**src/ctp_pkg.sv**
```systemverilog
// Purpose: Constants and types for the cascadable timer pair.
// Assumes: APB slave, 32-bit data, one aligned word per register.
// Notes: Control words are 16 bits wide in the low lanes; upper bits read zero.
// How it works
// - Two 16-bit timers run independently, without asynchronous counter mode.
// - Timers can join into one 32-bit timer or synchronous counter.
// - Pair-mode bit selects 32-bit operation; software sets it first.
// - Low timer forms the low word, high timer the high word.
// - In pair mode the high control register bits are ignored.
// - In pair mode the low timer clock and gate drive the counter.
// - In pair mode a 32-bit count versus period match raises an interrupt.
// - Pair match sets the high timer flag with its enable and priority.
// - Software loads high period with high word, low period with low word.
// - Count pair always reads as high word and low word registers.
// - Run bit 15 starts or stops the pair or the single timer.
// - Clearing pair mode returns to two 16-bit timers.
// - Alone, each timer matches its own period and raises its own interrupt.
// - Each timer selects internal or external clock and gated accumulation.
// - In pair mode the low timer prescale field sets the ratio.
// - Timers keep operating in Sleep, and in Idle unless the idle-stop bit is set.
// - ADC trigger comes only from the cascaded pair.
// - Both timers offer their count as capture and compare time bases.
// - Prescale 11 is 1:256, 10 is 1:64, 01 is 1:8, 00 is 1:1.
// - Pair-mode is low control bit 3; high run, gate, prescale, source ignored.
// - Idle-stop bit set stops the timer on Idle entry; clear keeps it running.
// - Source clear counts internal Fosc/2; set counts the external pin.
package ctp_pkg;
  // Register byte offsets
  localparam logic [7:0] OFS_LOW_CTRL = 8'h00;
  localparam logic [7:0] OFS_HIGH_CTRL = 8'h04;
  localparam logic [7:0] OFS_COUNT_LOW = 8'h08;
  localparam logic [7:0] OFS_COUNT_HIGH = 8'h0C;
  localparam logic [7:0] OFS_PERIOD_LOW = 8'h10;
  localparam logic [7:0] OFS_PERIOD_HIGH = 8'h14;
  localparam logic [7:0] OFS_IRQ_FLAGS = 8'h18;
  localparam logic [7:0] OFS_IRQ_ENABLE = 8'h1C;
  localparam logic [7:0] OFS_IRQ_PRIORITY = 8'h20;
  // Control field positions
  localparam int BIT_RUN = 15;
  localparam int BIT_IDLE_STOP = 13;
  localparam int BIT_GATE = 6;
  localparam int BIT_PS_HI = 5;
  localparam int BIT_PS_LO = 4;
  localparam int BIT_PAIR = 3;
  localparam int BIT_SRC = 1;
  // Writable bits of each control register
  localparam logic [15:0] LOW_CTRL_MASK = 16'hA07A;
  localparam logic [15:0] HIGH_CTRL_MASK = 16'hA072;
  localparam logic [15:0] CTRL_RESET = 16'h0000;
  localparam logic [15:0] PERIOD_RESET = 16'hFFFF;
  // Prescale ratios
  localparam logic [1:0] PS_1 = 2'h0;
  localparam logic [1:0] PS_8 = 2'h1;
  localparam logic [1:0] PS_64 = 2'h2;
  localparam logic [1:0] PS_256 = 2'h3;
  localparam logic [7:0] DIV_1 = 8'h00;
  localparam logic [7:0] DIV_8 = 8'h07;
  localparam logic [7:0] DIV_64 = 8'h3F;
  localparam logic [7:0] DIV_256 = 8'hFF;
  // Internal instruction clock is pclk halved
  localparam logic [0:0] INT_DIV = 1'h1;

  typedef enum logic [1:0] {
    CTP_SINGLE = 2'b00,
    CTP_PAIRED = 2'b01
  } ctp_mode_e;

  // Decoded control word of one timer
  typedef struct packed {
    logic run;
    logic idle_stop;
    logic gate;
    logic [1:0] prescale;
    logic src;
  } ctp_ctrl_s;

  // Per-timer outputs toward capture and compare
  typedef struct packed {
    logic [15:0] count;
    logic tick;
  } ctp_base_s;
endpackage

```
**src/ctp_timer_pair.sv**
```systemverilog
// Purpose: Two 16-bit timers that may cascade into one 32-bit timer, APB slave.
// Assumes: Single pclk domain; external clock and gate pins are asynchronous.
// Notes: Slave answers with zero wait states; pready is always high.
//
// Our own choices: the APB register port and the address map.
`timescale 1ns/10ps
module ctp_timer_pair (
  // Clock and reset
  input wire logic pclk,
  input wire logic presetn,
  // APB slave
  input wire logic psel,
  input wire logic penable,
  input wire logic pwrite,
  input wire logic [7:0] paddr,
  input wire logic [31:0] pwdata,
  input wire logic [3:0] pstrb,
  output logic [31:0] prdata,
  output logic pready,
  output logic pslverr,
  // Pins and power state
  input wire logic ext_clk_low,
  input wire logic ext_clk_high,
  input wire logic ext_gate_low,
  input wire logic ext_gate_high,
  input wire logic cpu_idle,
  // Interrupt requests with priority
  output logic irq_low,
  output logic irq_high,
  output logic [2:0] irq_low_priority,
  output logic [2:0] irq_high_priority,
  // Time bases and ADC trigger
  output ctp_pkg::ctp_base_s base_low,
  output ctp_pkg::ctp_base_s base_high,
  output logic adc_trigger
);

  // Prescale field to terminal count
  function automatic logic [7:0] ps_limit(input logic [1:0] sel);
    case (sel)
      ctp_pkg::PS_8: ps_limit = ctp_pkg::DIV_8;
      ctp_pkg::PS_64: ps_limit = ctp_pkg::DIV_64;
      ctp_pkg::PS_256: ps_limit = ctp_pkg::DIV_256;
      default: ps_limit = ctp_pkg::DIV_1;
    endcase
  endfunction

  // Unpack a control word
  function automatic ctp_pkg::ctp_ctrl_s decode(input logic [15:0] w);
    decode.run = w[ctp_pkg::BIT_RUN];
    decode.idle_stop = w[ctp_pkg::BIT_IDLE_STOP];
    decode.gate = w[ctp_pkg::BIT_GATE];
    decode.prescale = w[ctp_pkg::BIT_PS_HI:ctp_pkg::BIT_PS_LO];
    decode.src = w[ctp_pkg::BIT_SRC];
  endfunction

  logic [15:0] low_ctrl_reg, high_ctrl_reg;
  logic [15:0] count_low_reg, count_high_reg;
  logic [15:0] period_low_reg, period_high_reg;
  logic [1:0] flag_reg, enable_reg;
  logic [5:0] prio_reg;
  logic [1:0] clk_s1, clk_s2, clk_s3, gate_s1, gate_s2;
  logic int_div_reg;
  logic [7:0] ps_low_reg, ps_high_reg;
  logic clear_low_reg, clear_high_reg;
  logic [31:0] prdata_next;
  ctp_pkg::ctp_mode_e mode;
  ctp_pkg::ctp_ctrl_s c_low, c_high;
  logic wr, rd;
  logic [1:0] src_pulse, gated_ok, active, in_tick, ps_tick;
  logic match_low, match_high, match_pair;
  logic [1:0] set_flag;

  assign wr = psel & penable & pwrite;
  assign rd = psel & ~pwrite;
  assign pready = 1'b1;
  assign pslverr = 1'b0;

  // Mode from bit 3 of the low control word
  assign mode = low_ctrl_reg[ctp_pkg::BIT_PAIR] ? ctp_pkg::CTP_PAIRED
                                                : ctp_pkg::CTP_SINGLE;
  assign c_low = decode(low_ctrl_reg);
  assign c_high = decode(high_ctrl_reg);

  // Pin synchronisers; the first stage feeds only the second
  always_ff @(posedge pclk or negedge presetn) begin
    if (!presetn) begin
      clk_s1 <= 2'h0;
      clk_s2 <= 2'h0;
      clk_s3 <= 2'h0;
      gate_s1 <= 2'h0;
      gate_s2 <= 2'h0;
    end else begin
      clk_s1 <= {ext_clk_high, ext_clk_low};
      clk_s2 <= clk_s1;
      clk_s3 <= clk_s2;
      gate_s1 <= {ext_gate_high, ext_gate_low};
      gate_s2 <= gate_s1;
    end
  end

  // Internal clock enable at half the bus rate
  always_ff @(posedge pclk or negedge presetn) begin
    if (!presetn) begin
      int_div_reg <= 1'b0;
    end else begin
      int_div_reg <= int_div_reg ^ ctp_pkg::INT_DIV;
    end
  end

  // Source pulse and gating per timer; high side always uses its own inputs, unused when paired
  always_comb begin
    logic [1:0] ext_edge;
    ext_edge = clk_s2 & ~clk_s3;
    src_pulse[0] = c_low.src ? ext_edge[0] : int_div_reg;
    src_pulse[1] = c_high.src ? ext_edge[1] : int_div_reg;
    // Gate only matters with the internal source
    gated_ok[0] = c_low.src | ~c_low.gate | gate_s2[0];
    gated_ok[1] = c_high.src | ~c_high.gate | gate_s2[1];
    // Idle stops a timer only when its idle-stop bit is set; sleep never does
    active[0] = c_low.run & ~(cpu_idle & c_low.idle_stop);
    active[1] = c_high.run & ~(cpu_idle & c_high.idle_stop);
    in_tick[0] = active[0] & gated_ok[0] & src_pulse[0];
    in_tick[1] = active[1] & gated_ok[1] & src_pulse[1];
  end

  // Prescalers; in pair mode the low one drives both words
  always_ff @(posedge pclk or negedge presetn) begin
    if (!presetn) begin
      ps_low_reg <= 8'h00;
      ps_high_reg <= 8'h00;
    end else begin
      if (!c_low.run) begin
        ps_low_reg <= 8'h00;
      end else if (in_tick[0]) begin
        ps_low_reg <= (ps_low_reg >= ps_limit(c_low.prescale)) ? 8'h00
                                                               : ps_low_reg + 8'h01;
      end
      if (!c_high.run || mode == ctp_pkg::CTP_PAIRED) begin
        ps_high_reg <= 8'h00;
      end else if (in_tick[1]) begin
        ps_high_reg <= (ps_high_reg >= ps_limit(c_high.prescale)) ? 8'h00
                                                                  : ps_high_reg + 8'h01;
      end
    end
  end

  assign ps_tick[0] = in_tick[0] & (ps_low_reg >= ps_limit(c_low.prescale));
  assign ps_tick[1] = in_tick[1] & (ps_high_reg >= ps_limit(c_high.prescale));

  // Period comparisons
  assign match_low = (count_low_reg == period_low_reg);
  assign match_high = (count_high_reg == period_high_reg);
  assign match_pair = match_low & match_high;

  // Counters: a match is held one tick, then the count restarts from zero
  always_ff @(posedge pclk or negedge presetn) begin
    if (!presetn) begin
      count_low_reg <= 16'h0000;
      count_high_reg <= 16'h0000;
      clear_low_reg <= 1'b0;
      clear_high_reg <= 1'b0;
    end else if (mode == ctp_pkg::CTP_PAIRED) begin
      clear_high_reg <= 1'b0;
      // A counter write drops a pending restart, so a stale match cannot replay
      if (wr && paddr == ctp_pkg::OFS_COUNT_LOW) begin
        count_low_reg <= pwdata[15:0];
        clear_low_reg <= 1'b0;
      end else if (wr && paddr == ctp_pkg::OFS_COUNT_HIGH) begin
        count_high_reg <= pwdata[15:0];
        clear_low_reg <= 1'b0;
      end else if (ps_tick[0]) begin
        if (clear_low_reg) begin
          count_low_reg <= 16'h0000;
          count_high_reg <= 16'h0000;
          clear_low_reg <= 1'b0;
        end else begin
          // Carry from low word into high word
          {count_high_reg, count_low_reg} <=
            32'({count_high_reg, count_low_reg} + 32'h1);
          clear_low_reg <= 1'b0;
        end
      end else if (match_pair && c_low.run) begin
        clear_low_reg <= 1'b1;
      end
    end else begin
      if (wr && paddr == ctp_pkg::OFS_COUNT_LOW) begin
        count_low_reg <= pwdata[15:0];
        clear_low_reg <= 1'b0;
      end else if (ps_tick[0]) begin
        count_low_reg <= clear_low_reg ? 16'h0000 : count_low_reg + 16'h0001;
        clear_low_reg <= 1'b0;
      end else if (match_low && c_low.run) begin
        clear_low_reg <= 1'b1;
      end
      if (wr && paddr == ctp_pkg::OFS_COUNT_HIGH) begin
        count_high_reg <= pwdata[15:0];
        clear_high_reg <= 1'b0;
      end else if (ps_tick[1]) begin
        count_high_reg <= clear_high_reg ? 16'h0000 : count_high_reg + 16'h0001;
        clear_high_reg <= 1'b0;
      end else if (match_high && c_high.run) begin
        clear_high_reg <= 1'b1;
      end
    end
  end

  // Match event fires once, on the cycle the clear is armed
  always_comb begin
    set_flag = 2'b00;
    if (mode == ctp_pkg::CTP_PAIRED) begin
      set_flag[1] = match_pair & c_low.run & ~clear_low_reg & ~ps_tick[0];
    end else begin
      set_flag[0] = match_low & c_low.run & ~clear_low_reg & ~ps_tick[0];
      set_flag[1] = match_high & c_high.run & ~clear_high_reg & ~ps_tick[1];
    end
  end

  // Control, period and interrupt registers
  always_ff @(posedge pclk or negedge presetn) begin
    if (!presetn) begin
      low_ctrl_reg <= ctp_pkg::CTRL_RESET;
      high_ctrl_reg <= ctp_pkg::CTRL_RESET;
      period_low_reg <= ctp_pkg::PERIOD_RESET;
      period_high_reg <= ctp_pkg::PERIOD_RESET;
      enable_reg <= 2'h0;
      prio_reg <= 6'h00;
    end else if (wr && pstrb[1:0] == 2'h3) begin
      case (paddr)
        ctp_pkg::OFS_LOW_CTRL: low_ctrl_reg <= pwdata[15:0] & ctp_pkg::LOW_CTRL_MASK;
        ctp_pkg::OFS_HIGH_CTRL: high_ctrl_reg <= pwdata[15:0] & ctp_pkg::HIGH_CTRL_MASK;
        ctp_pkg::OFS_PERIOD_LOW: period_low_reg <= pwdata[15:0];
        ctp_pkg::OFS_PERIOD_HIGH: period_high_reg <= pwdata[15:0];
        ctp_pkg::OFS_IRQ_ENABLE: enable_reg <= pwdata[1:0];
        ctp_pkg::OFS_IRQ_PRIORITY: prio_reg <= pwdata[5:0];
        default: ;
      endcase
    end
  end

  // Sticky flags: write one to clear, a new event wins over the clear
  always_ff @(posedge pclk or negedge presetn) begin
    if (!presetn) begin
      flag_reg <= 2'h0;
    end else if (wr && paddr == ctp_pkg::OFS_IRQ_FLAGS) begin
      flag_reg <= (flag_reg & ~pwdata[1:0]) | set_flag;
    end else begin
      flag_reg <= flag_reg | set_flag;
    end
  end

  // ADC trigger only in pair mode
  always_ff @(posedge pclk or negedge presetn) begin
    if (!presetn) begin
      adc_trigger <= 1'b0;
    end else begin
      adc_trigger <= (mode == ctp_pkg::CTP_PAIRED) & set_flag[1];
    end
  end

  // Read mux, registered for the access phase
  always_comb begin
    prdata_next = 32'h0000_0000;
    case (paddr)
      ctp_pkg::OFS_LOW_CTRL: prdata_next[15:0] = low_ctrl_reg;
      ctp_pkg::OFS_HIGH_CTRL: prdata_next[15:0] = high_ctrl_reg;
      ctp_pkg::OFS_COUNT_LOW: prdata_next[15:0] = count_low_reg;
      ctp_pkg::OFS_COUNT_HIGH: prdata_next[15:0] = count_high_reg;
      ctp_pkg::OFS_PERIOD_LOW: prdata_next[15:0] = period_low_reg;
      ctp_pkg::OFS_PERIOD_HIGH: prdata_next[15:0] = period_high_reg;
      ctp_pkg::OFS_IRQ_FLAGS: prdata_next[1:0] = flag_reg;
      ctp_pkg::OFS_IRQ_ENABLE: prdata_next[1:0] = enable_reg;
      ctp_pkg::OFS_IRQ_PRIORITY: prdata_next[5:0] = prio_reg;
      default: prdata_next = 32'h0000_0000;
    endcase
  end

  always_ff @(posedge pclk or negedge presetn) begin
    if (!presetn) begin
      prdata <= 32'h0000_0000;
    end else if (rd && !penable) begin
      prdata <= prdata_next;
    end
  end

  // Interrupt requests and time bases
  assign irq_low = flag_reg[0] & enable_reg[0];
  assign irq_high = flag_reg[1] & enable_reg[1];
  assign irq_low_priority = prio_reg[2:0];
  assign irq_high_priority = prio_reg[5:3];
  assign base_low = '{count: count_low_reg, tick: ps_tick[0]};
  assign base_high = '{count: count_high_reg,
                       tick: (mode == ctp_pkg::CTP_PAIRED) ? 1'b0 : ps_tick[1]};

  // Checks; bus writes are masked out where a counter write would override a tick
  chk_pair_flag_high: assert property (@(posedge pclk) disable iff (!presetn)
    $rose(flag_reg[0]) |-> $past(mode) == ctp_pkg::CTP_SINGLE)
    else $error("low flag set by a paired match");
  chk_pair_match32: assert property (@(posedge pclk) disable iff (!presetn)
    $rose(flag_reg[1]) && $past(mode) == ctp_pkg::CTP_PAIRED |->
      $past(count_high_reg) == period_high_reg && $past(count_low_reg) == period_low_reg)
    else $error("pair flag without a 32-bit period match");
  chk_adc_pair_only: assert property (@(posedge pclk) disable iff (!presetn)
    adc_trigger |-> $past(mode) == ctp_pkg::CTP_PAIRED)
    else $error("adc trigger outside pair mode");
  chk_adc_follows: assert property (@(posedge pclk) disable iff (!presetn)
    mode == ctp_pkg::CTP_PAIRED && set_flag[1] |=> adc_trigger)
    else $error("pair match gave no adc trigger");
  chk_restart_zero: assert property (@(posedge pclk) disable iff (!presetn)
    clear_low_reg && ps_tick[0] && !wr |=> count_low_reg == 16'h0000)
    else $error("count did not restart after match");
  chk_stopped_hold: assert property (@(posedge pclk) disable iff (!presetn)
    !c_low.run && !wr |=> $stable(count_low_reg))
    else $error("low count moved while stopped");
  chk_high_ignored: assert property (@(posedge pclk) disable iff (!presetn)
    mode == ctp_pkg::CTP_PAIRED && !ps_tick[0] && !wr |=> $stable(count_high_reg))
    else $error("high word moved without low tick");
  chk_carry_word: assert property (@(posedge pclk) disable iff (!presetn)
    mode == ctp_pkg::CTP_PAIRED && ps_tick[0] && !clear_low_reg && !wr &&
      count_low_reg == 16'hFFFF |=> count_high_reg == $past(count_high_reg) + 16'h0001)
    else $error("carry into high word lost");
  chk_single_step: assert property (@(posedge pclk) disable iff (!presetn)
    mode == ctp_pkg::CTP_SINGLE && ps_tick[0] && !clear_low_reg && !wr |=>
      count_low_reg == $past(count_low_reg) + 16'h0001)
    else $error("lone low count did not step");
  chk_high_step: assert property (@(posedge pclk) disable iff (!presetn)
    mode == ctp_pkg::CTP_SINGLE && ps_tick[1] && !clear_high_reg && !wr |=>
      count_high_reg == $past(count_high_reg) + 16'h0001)
    else $error("lone high count did not step");
  chk_unimpl_zero: assert property (@(posedge pclk) disable iff (!presetn)
    (low_ctrl_reg & ~ctp_pkg::LOW_CTRL_MASK) == 16'h0000)
    else $error("unimplemented control bit set");
  chk_idle_stop: assert property (@(posedge pclk) disable iff (!presetn)
    cpu_idle && c_low.idle_stop |-> !in_tick[0])
    else $error("timer ticked in idle with idle stop");
  // Idle without the stop bit must leave the internal tick untouched
  chk_idle_runs: assert property (@(posedge pclk) disable iff (!presetn)
    cpu_idle && c_low.run && !c_low.idle_stop && !c_low.src && !c_low.gate &&
      int_div_reg |-> in_tick[0])
    else $error("timer stalled in idle without idle stop");
  chk_gate_shut: assert property (@(posedge pclk) disable iff (!presetn)
    !c_low.src && c_low.gate && !gate_s2[0] |-> !in_tick[0])
    else $error("timer ticked with the gate shut");
  // Both sources give isolated pulses; a doubled tick could step the count past its period without a match
  chk_tick_spacing: assert property (@(posedge pclk) disable iff (!presetn)
    ps_tick[0] |=> !ps_tick[0])
    else $error("prescaled tick on two cycles in a row");
  cov_idle_run: cover property (@(posedge pclk) disable iff (!presetn)
    cpu_idle && in_tick[0]);
  cov_pair_match: cover property (@(posedge pclk) disable iff (!presetn)
    mode == ctp_pkg::CTP_PAIRED && set_flag[1]);
  cov_single_low: cover property (@(posedge pclk) disable iff (!presetn) set_flag[0]);
  cov_single_high: cover property (@(posedge pclk) disable iff (!presetn)
    mode == ctp_pkg::CTP_SINGLE && set_flag[1]);
  cov_carry: cover property (@(posedge pclk) disable iff (!presetn)
    mode == ctp_pkg::CTP_PAIRED && ps_tick[0] && count_low_reg == 16'hFFFF);

endmodule // ctp_timer_pair

```
**config.mk**
```make
export PLATFORM = sky130hd
export DESIGN_NAME = ctp_timer_pair
export DESIGN_NICKNAME = d
export VERILOG_FILES = /design/src/ctp_pkg.sv /design/src/ctp_timer_pair.sv
export SDC_FILE = /design/constraint.sdc
export NUM_CORES = 1
export LEC_CHECK = 0
export BUFFER_PORTS_ARGS = -buffer_cell sky130_fd_sc_hd__buf_2
export CORE_MARGIN = 2
export CORE_UTILIZATION = 50
export CTS_CLUSTER_SIZE = 16
export DETAILED_ROUTE_END_ITERATION = 10
export PLACE_DENSITY = 0.71
export SETUP_SLACK_MARGIN = 0.4
export SLEW_MARGIN = 20
export SYNTH_ARGS = -nofsm -noshare
export SYNTH_HDL_FRONTEND = slang
export SYNTH_SLANG_ARGS = --single-unit
```
**constraint.sdc**
```tcl
create_clock -name pclk -period 7.4 [get_ports pclk]
set_clock_uncertainty 0.15 [all_clocks]
set_input_delay 0.74 -clock pclk [delete_from_list [all_inputs] [get_ports pclk]]
set_output_delay 0.74 -clock pclk [all_outputs]
set_load 0.03 [all_outputs]
```
# Yosys cells after proc, flatten, opt, wreduce, memory -nomap -nowiden
# Index checks and enable logic that the tools add are counted.
totals:
  register_bits: 133
  in_bits: 54
  out_inout_bits: 77
classes:
  addsub: 5
  magnitude_cmp: 4
  n_eq_ne: 23
  n_mux: 50
  bitwise: 46
  n_reduce_logical: 27
ops:
  columns: ["op", "n"]
  rows:
  - ["16-bit 2-to-1 mux", 16]
  - ["8-bit 2-to-1 mux", 10]
  - ["10-bit one-hot mux with 6 select lines", 1]
  - ["8-bit one-hot mux with 3 select lines", 2]
  - ["16-bit by 1-bit adder with 16-bit output, second input constant", 2]
  - ["32-bit by 1-bit adder with 32-bit output, second input constant", 1]
  - ["16-bit equality test", 2]
  - ["8-bit by 5-bit equality test with 1-bit output, second input constant", 4]
  - ["8-bit >= comparator", 4]
  - ["4-bit one-hot mux with 7 select lines", 1]
  - ["1-bit AND", 26]
  - ["1-bit 2-to-1 mux", 18]
  - ["2-bit one-hot mux with 9 select lines", 1]
  - ["8-bit by 1-bit adder with 8-bit output, second input constant", 2]
  - ["8-bit by 4-bit equality test with 1-bit output, second input constant", 2]
  - ["2-bit AND reduction", 7]
  - ["2-bit equality test, second input constant", 5]
  - ["1-bit NOT", 10]
  - ["3-bit nonzero test", 3]
  - ["8-bit by 3-bit equality test with 1-bit output, second input constant", 1]
  - ["8-bit by 6-bit equality test with 1-bit output, second input constant", 1]
  - ["1-bit logical AND", 8]
  - ["8-bit zero test", 1]
  - ["4-bit nonzero test", 2]
  - ["15 further kinds", 25]

# Depth between registers and ports, before layout
depth:
  word_depth: 11
  depth_mapped: 11
  mapped_depth_nobuf: 8

# Worst setup path before layout
# OpenSTA, ideal clock, no wires.
synth_timing:
  kind: "flip-flop to output port"
  startpoint: "register high_ctrl_reg[5]"
  endpoint: "output port base_high[0] (netlist bit)"
  arrival_time_ns: 2.026
  path_slack_ns: 4.484
  path_stages_with_launch: 8
  n_path_buf: 1
  cell_sequence: "dfrtp_1 -> nand2_1 -> ha_1 -> and4_1 -> o211a_1 -> a211oi_1 -> nor3_1 -> clkbuf_1"
synth_rtl:
  columns: ["item", "line_no", "text"]
  rows:
  - ["start, declared", "ctp_timer_pair.sv:57", "logic [15:0] low_ctrl_reg, high_ctrl_reg;"]
  - ["start signal, assigned", "ctp_timer_pair.sv:223", "high_ctrl_reg <= ctp_pkg::CTRL_RESET;"]
  - ["start signal, assigned", "ctp_timer_pair.sv:231", "ctp_pkg::OFS_HIGH_CTRL: high_ctrl_reg <= pwdata[15:0] & ctp_pkg::HIGH_CTRL_MASK;"]
  - ["end, declared", "ctp_timer_pair.sv:34", "output ctp_pkg::ctp_base_s base_high,"]

# Final worst setup path
layout_timing:
  startpoint: "register low_ctrl_reg[5]"
  endpoint: "register count_high_reg[2]"
layout_via:
  elab_chain_cells: 6
  word_cells_on_any_way: 8
  cone_classes: "1 x order compare; 4 x eq/ne; 1 x mux; 1 x bitwise; 1 x reduce/logical"
layout_rtl:
  columns: ["item", "line_no", "text"]
  rows:
  - ["start, declared", "ctp_timer_pair.sv:57", null]
  - ["start signal, assigned", "ctp_timer_pair.sv:222", "low_ctrl_reg <= ctp_pkg::CTRL_RESET;"]
  - ["start signal, assigned", "ctp_timer_pair.sv:230", "ctp_pkg::OFS_LOW_CTRL: low_ctrl_reg <= pwdata[15:0] & ctp_pkg::LOW_CTRL_MASK;"]
  - ["2-bit equality test or 2-bit by 1-bit equality test with 1-bit output (tied branches)", "ctp_timer_pair.sv:40", "case (sel)"]
  - ["8-bit one-hot mux with 3 select lines *", "ctp_timer_pair.sv:40", null]
  - ["8-bit >= comparator *", "ctp_timer_pair.sv:148", "assign ps_tick[0] = in_tick[0] & (ps_low_reg >= ps_limit(c_low.prescale));"]
  - ["1-bit AND *", "ctp_timer_pair.sv:148", null]
  - ["3-bit != test (no source line) *", null, null]
  - ["3-bit AND reduction (no source line) *", null, null]
  - ["end signal, assigned", "ctp_timer_pair.sv:170", "count_high_reg <= pwdata[15:0];"]
  - ["end signal, assigned", "ctp_timer_pair.sv:179", "{count_high_reg, count_low_reg} <="]
  - ["end signal, assigned", "ctp_timer_pair.sv:197", "count_high_reg <= pwdata[15:0];"]
  - ["end, declared", "ctp_timer_pair.sv:58", "logic [15:0] count_low_reg, count_high_reg;"]
# Mark *: on every way between the ends. The rest lies on a longest branch, timed or not.
# A chain may end at the register's enable or synchronous reset.

==> impl_metrics.sql <==
INSERT INTO impl_metrics (metric_group, metric, value, unit) VALUES
('critical_path', 'cells_on_worst_reg2reg_path', '8', ''),
('critical_path', 'critPathCaptureType', 'flop', ''),
('cells_and_area', 'instances_no_fill', '1134', ''),
('timing', 'setup-violations-final', '0', ''),
('global_routing', 'initial_antenna_violation_count', '0', ''),
('global_routing', 'grt-ovfl-total', '0', ''),
('placement', 'place.gp.congestion', '0.980', ''),
('critical_path', 'cp_data_arrival_time', '3.91', 'ns'),
('timing', 'slew_headroom', '36.5', '%'),
('detailed_routing', 'vias_per_cell', '6.36', ''),
('timing', 'clock.fmax', '266', 'MHz'),
('placement', 'detailed_place_hpwl', '17.6', 'mm'),
('yosys', 'mapped_cell_area', '8110', 'sq um'),
('floorplan', 'chipHeight', '131', 'um'),
('floorplan', 'full_die_area', '17200', 'sq um'),
('critical_path', 'timing.critical_path.required', '7.56', 'ns'),
('floorplan', 'core_region_area', '15900', 'sq um'),
('yosys', 'synth_cell_types', '66', ''),
('floorplan', 'std_cell_rows', '46', ''),
('detailed_routing', 'post_drt_wl_per_cell', '21.6', 'um'),
('floorplan', 'floorplan.initialDensity', '51.0', '%'),
('clock_tree', 'clock_tree.htree_level_count', '4', ''),
('min_path', 'classification_of_the_worst_slack_hold_path', 'in2async', ''),
('global_routing', 'total_global_route_track_usage', '28.6', '%'),
('detailed_routing', 'via_count', '7212', ''),
('critical_path', 'timing_worst_setup_path_type', 'reg2reg', ''),
('clock_tree', 'cts_hold_buffers', '0', ''),
('status', 'status', 'complete, no violations', ''),
('placement', 'postPlaceCellArea', '8540', 'sq um'),
('yosys', 'synth_seq_area_share', '41.6', '%'),
('global_routing', 'first_pass_grt_wire_length', '38.2', 'mm'),
('run', 'maxCapViolCount', '0', ''),
('detailed_routing', 'detail_route.drc_violations', '0', ''),
('clock_tree', 'cts_num_sinks', '133', ''),
('yosys', 'postSynth.topFlopCell', 'sky130_fd_sc_hd__dfrtp_1', ''),
('power_and_ir_drop', 'cellPowerDensity', '195', 'nW/um^2'),
('yosys', 'synth.yosys.warnings', '0', ''),
('timing', 'finalCritPeriodShare', '50.8', '%'),
('critical_path', 'cp_max_fo', '14', ''),
('yosys', 'synth_enable_flop_cells', '0', ''),
('cells_and_area', 'finish.net_count', '975', ''),
('timing', 'min_period', '3.76', 'ns'),
('timing', 'slew_viol_final', '0', ''),
('placement', 'placement.io_buffers', '94', ''),
('power_and_ir_drop', 'static-leakage-power', '4.31', 'nW'),
('cells_and_area', 'multiInputGateArea', '4340', 'sq um'),
('power_and_ir_drop', 'vdd_ir_max', '167', 'uV'),
('yosys', 'yosys_register_bits', '133', ''),
('cells_and_area', 'synthToLayoutAreaGrowth', '12.6', '%'),
('detailed_routing', 'antenna_violating_nets_post_route', '0', ''),
('detailed_routing', 'totalWireLength', '24.6', 'mm'),
('yosys', 'syn-instance-count', '848', ''),
('timing', 'grt_setup_unrepaired', 'no', ''),
('cells_and_area', 'n_antenna_cell', '0', ''),
('placement', 'placedCellCount', '1101', ''),
('global_routing', 'largest_net_degree_at_the_start_of_global_routing', '72', ''),
('floorplan', 'design.portCount', '131', ''),
('clock_tree', 'cts-resized-gates', '0', ''),
('cells_and_area', 'nFillCells', '1456', ''),
('clock_tree', 'cts-buffers-inserted', '17', ''),
('clock_tree', 'cts_tree', 'done', ''),
('global_routing', 'first_global_vias', '6551', ''),
('cells_and_area', 'area.sequential', '3370', 'sq um'),
('clock_tree', 'clkSlewWorstSetupHoldPaths', '0.06', 'ns'),
('timing', 'holdWs', '0.129', 'ns'),
('floorplan', 'die_x', '131', 'um'),
('timing', 'worst_slew_pin_slew', '0.948', 'ns'),
('timing', 'setup-tns-final', '0', 'ns'),
('cells_and_area', 'final_layout_size_suffix_gt1_share', '25.6', '%'),
('yosys', 'synth.avg_cell_area', '9.56', 'sq um'),
('clock_tree', 'cts_root_buf', 'sky130_fd_sc_hd__clkbuf_16', ''),
('clock_tree', 'postCtsSetupRepairBufs', '0', ''),
('clock_tree', 'clk_latency', '0.43', 'ns'),
('critical_path', 'critPathLaunchType', 'flop', ''),
('detailed_routing', 'drt-initial-drc-count', '1141', ''),
('timing', 'timing_hold_violations_final', '0', ''),
('yosys', 'synth_async_sr_flop_share', '100', '%'),
('cells_and_area', 'postLayoutCellArea', '9120', 'sq um'),
('detailed_routing', 'drtPass1Iterations', '6', ''),
('clock_tree', 'cts_buffer_depth', '2', '');
-- cell usage after synthesis, types with 4 or more instances --
cell,count,area share (%)
sky130_fd_sc_hd__a221o_1,4,0.49
sky130_fd_sc_hd__nor2b_1,5,0.39
sky130_fd_sc_hd__o31ai_1,8,0.74
sky130_fd_sc_hd__a21o_1,13,1.2
sky130_fd_sc_hd__buf_2,7,0.43
sky130_fd_sc_hd__inv_1,15,0.69
sky130_fd_sc_hd__mux2_2,54,7.5
sky130_fd_sc_hd__a221oi_1,4,0.43
sky130_fd_sc_hd__nand4_1,17,1.3
sky130_fd_sc_hd__nor3_1,24,1.5
sky130_fd_sc_hd__a22oi_1,22,2.0
sky130_fd_sc_hd__nor2_1,34,1.6
sky130_fd_sc_hd__o21ai_0,76,4.7
sky130_fd_sc_hd__a21oi_1,43,2.7
sky130_fd_sc_hd__and2_1,9,0.69
sky130_fd_sc_hd__ha_1,16,2.5
sky130_fd_sc_hd__and4_1,6,0.65
sky130_fd_sc_hd__mux2i_1,14,1.7
sky130_fd_sc_hd__and3_1,19,1.5
sky130_fd_sc_hd__xnor2_1,18,1.9
sky130_fd_sc_hd__o22ai_1,7,0.54
sky130_fd_sc_hd__o2bb2ai_1,7,0.76
sky130_fd_sc_hd__buf_4,20,1.9
sky130_fd_sc_hd__xor2_1,16,1.7
sky130_fd_sc_hd__nand3_1,18,1.1
sky130_fd_sc_hd__nand2_1,70,3.2
sky130_fd_sc_hd__a31oi_1,12,0.93
sky130_fd_sc_hd__nor3b_1,11,1.0
sky130_fd_sc_hd__a22o_1,15,1.6
sky130_fd_sc_hd__nand2b_1,9,0.69
sky130_fd_sc_hd__or3b_2,5,0.54
sky130_fd_sc_hd__dfstp_2,32,10
sky130_fd_sc_hd__nor4_1,13,1.0
sky130_fd_sc_hd__or2_2,4,0.31
sky130_fd_sc_hd__dfrtp_1,101,31
sky130_fd_sc_hd__o211ai_1,4,0.37
sky130_fd_sc_hd__clkbuf_1,45,2.1
sky130_fd_sc_hd__a32oi_1,5,0.54
sky130_fd_sc_hd__buf_6,4,0.56
-- metrics by stage --
stage	power [mW]	setup slack [ns]	util [%]
after floorplan	0.905	4.48	-
after global placement	0.961	3.42	53.8
after detailed placement	0.968	3.41	53.8
after CTS	1.78	3.72	57.3
after global routing	1.84	3.51	57.4
final	1.78	3.64	57.4
-- logic make-up (layout without fill, tap and decap cells) --
family / Yosys count / after routing / synth area share, %
AO/OA/AOI/OAI: 241 / 241 / 19.3
XOR/XNOR: 34 / 34 / 3.67
adder cells (fa/ha/maj): 16 / 16 / 2.47
buffers and inverters: 92 / 146 / 5.67
flip-flops: 133 / 133 / 41.6
multiplexers: 72 / 72 / 10.1
other: 2 / 18 / 0.0927
AND/OR/NAND/NOR: 258 / 258 / 17.2
-- routing by layer --
metal  share of wire (%)  track usage, %
met1                  43            41.6
met4                 2.6            10.1
met2                  45            42.6
met3                 9.2            5.48
met5                   0               0
-- path summary, 6_finish.rpt --
check	to	slack, ns	from
worst max-delay path	count_high_reg[2]	3.64	low_ctrl_reg[5]
worst min register to register	gate_s2[1]	0.20	gate_s1[1]
worst min-delay path	prio_reg[5]	0.13	presetn
max in group asynchronous	prdata[8]	5.60	presetn
min in group pclk	gate_s2[1]	0.20	gate_s1[1]
worst max register to register	count_high_reg[2]	3.64	low_ctrl_reg[5]
-- report_power, final --
group / total, mW / internal (mW) / switching (mW) / leakage [nW]
clock: 0.817 / 0.474 / 0.343 / 0.270
combinational: 0.182 / 0.0646 / 0.118 / 2.37
sequential: 0.776 / 0.751 / 0.0249 / 1.67
-- worst max-delay path, cell delays in order (launching register included) --
cell and delay, ns:
sky130_fd_sc_hd__dfrtp_1 0.43, sky130_fd_sc_hd__inv_1 0.12, sky130_fd_sc_hd__ha_1 0.31, sky130_fd_sc_hd__and4_1 0.22
sky130_fd_sc_hd__o211ai_1 0.09, sky130_fd_sc_hd__o211ai_1 0.72, sky130_fd_sc_hd__a41o_1 0.64, sky130_fd_sc_hd__or2_1 0.53
sky130_fd_sc_hd__mux2_2 0.40
-- final cells by class --
cell class                      count  area share (%)
Clock inverter                     13            1.40
Timing Repair Buffer               99            5.64
Tap cell                          216            2.96
Inverter                           15           0.617
Multi-Input combinational cell    639            47.6
Sequential cell                   133            36.9
Clock buffer                       19            4.86
-- cells in the final DEF (no fill, tap or decap), types with 14 or more instances in the layout --
master                      count
sky130_fd_sc_hd__a21oi_1       43
sky130_fd_sc_hd__a22o_1        15
sky130_fd_sc_hd__a22oi_1       22
sky130_fd_sc_hd__and3_1        19
sky130_fd_sc_hd__buf_2         93
sky130_fd_sc_hd__clkbuf_16     17
sky130_fd_sc_hd__conb_1        18
sky130_fd_sc_hd__dfrtp_1      101
sky130_fd_sc_hd__dfstp_2       32
sky130_fd_sc_hd__ha_1          16
sky130_fd_sc_hd__inv_1         15
sky130_fd_sc_hd__mux2_2        54
sky130_fd_sc_hd__mux2i_1       14
sky130_fd_sc_hd__nand2_1       70
sky130_fd_sc_hd__nand3_1       18
sky130_fd_sc_hd__nand4_1       17
sky130_fd_sc_hd__nor2_1        34
sky130_fd_sc_hd__nor3_1        23
sky130_fd_sc_hd__o21ai_0       76
sky130_fd_sc_hd__xnor2_1       18
sky130_fd_sc_hd__xor2_1        16
Note: power is estimated with default switching activity, not from simulation.
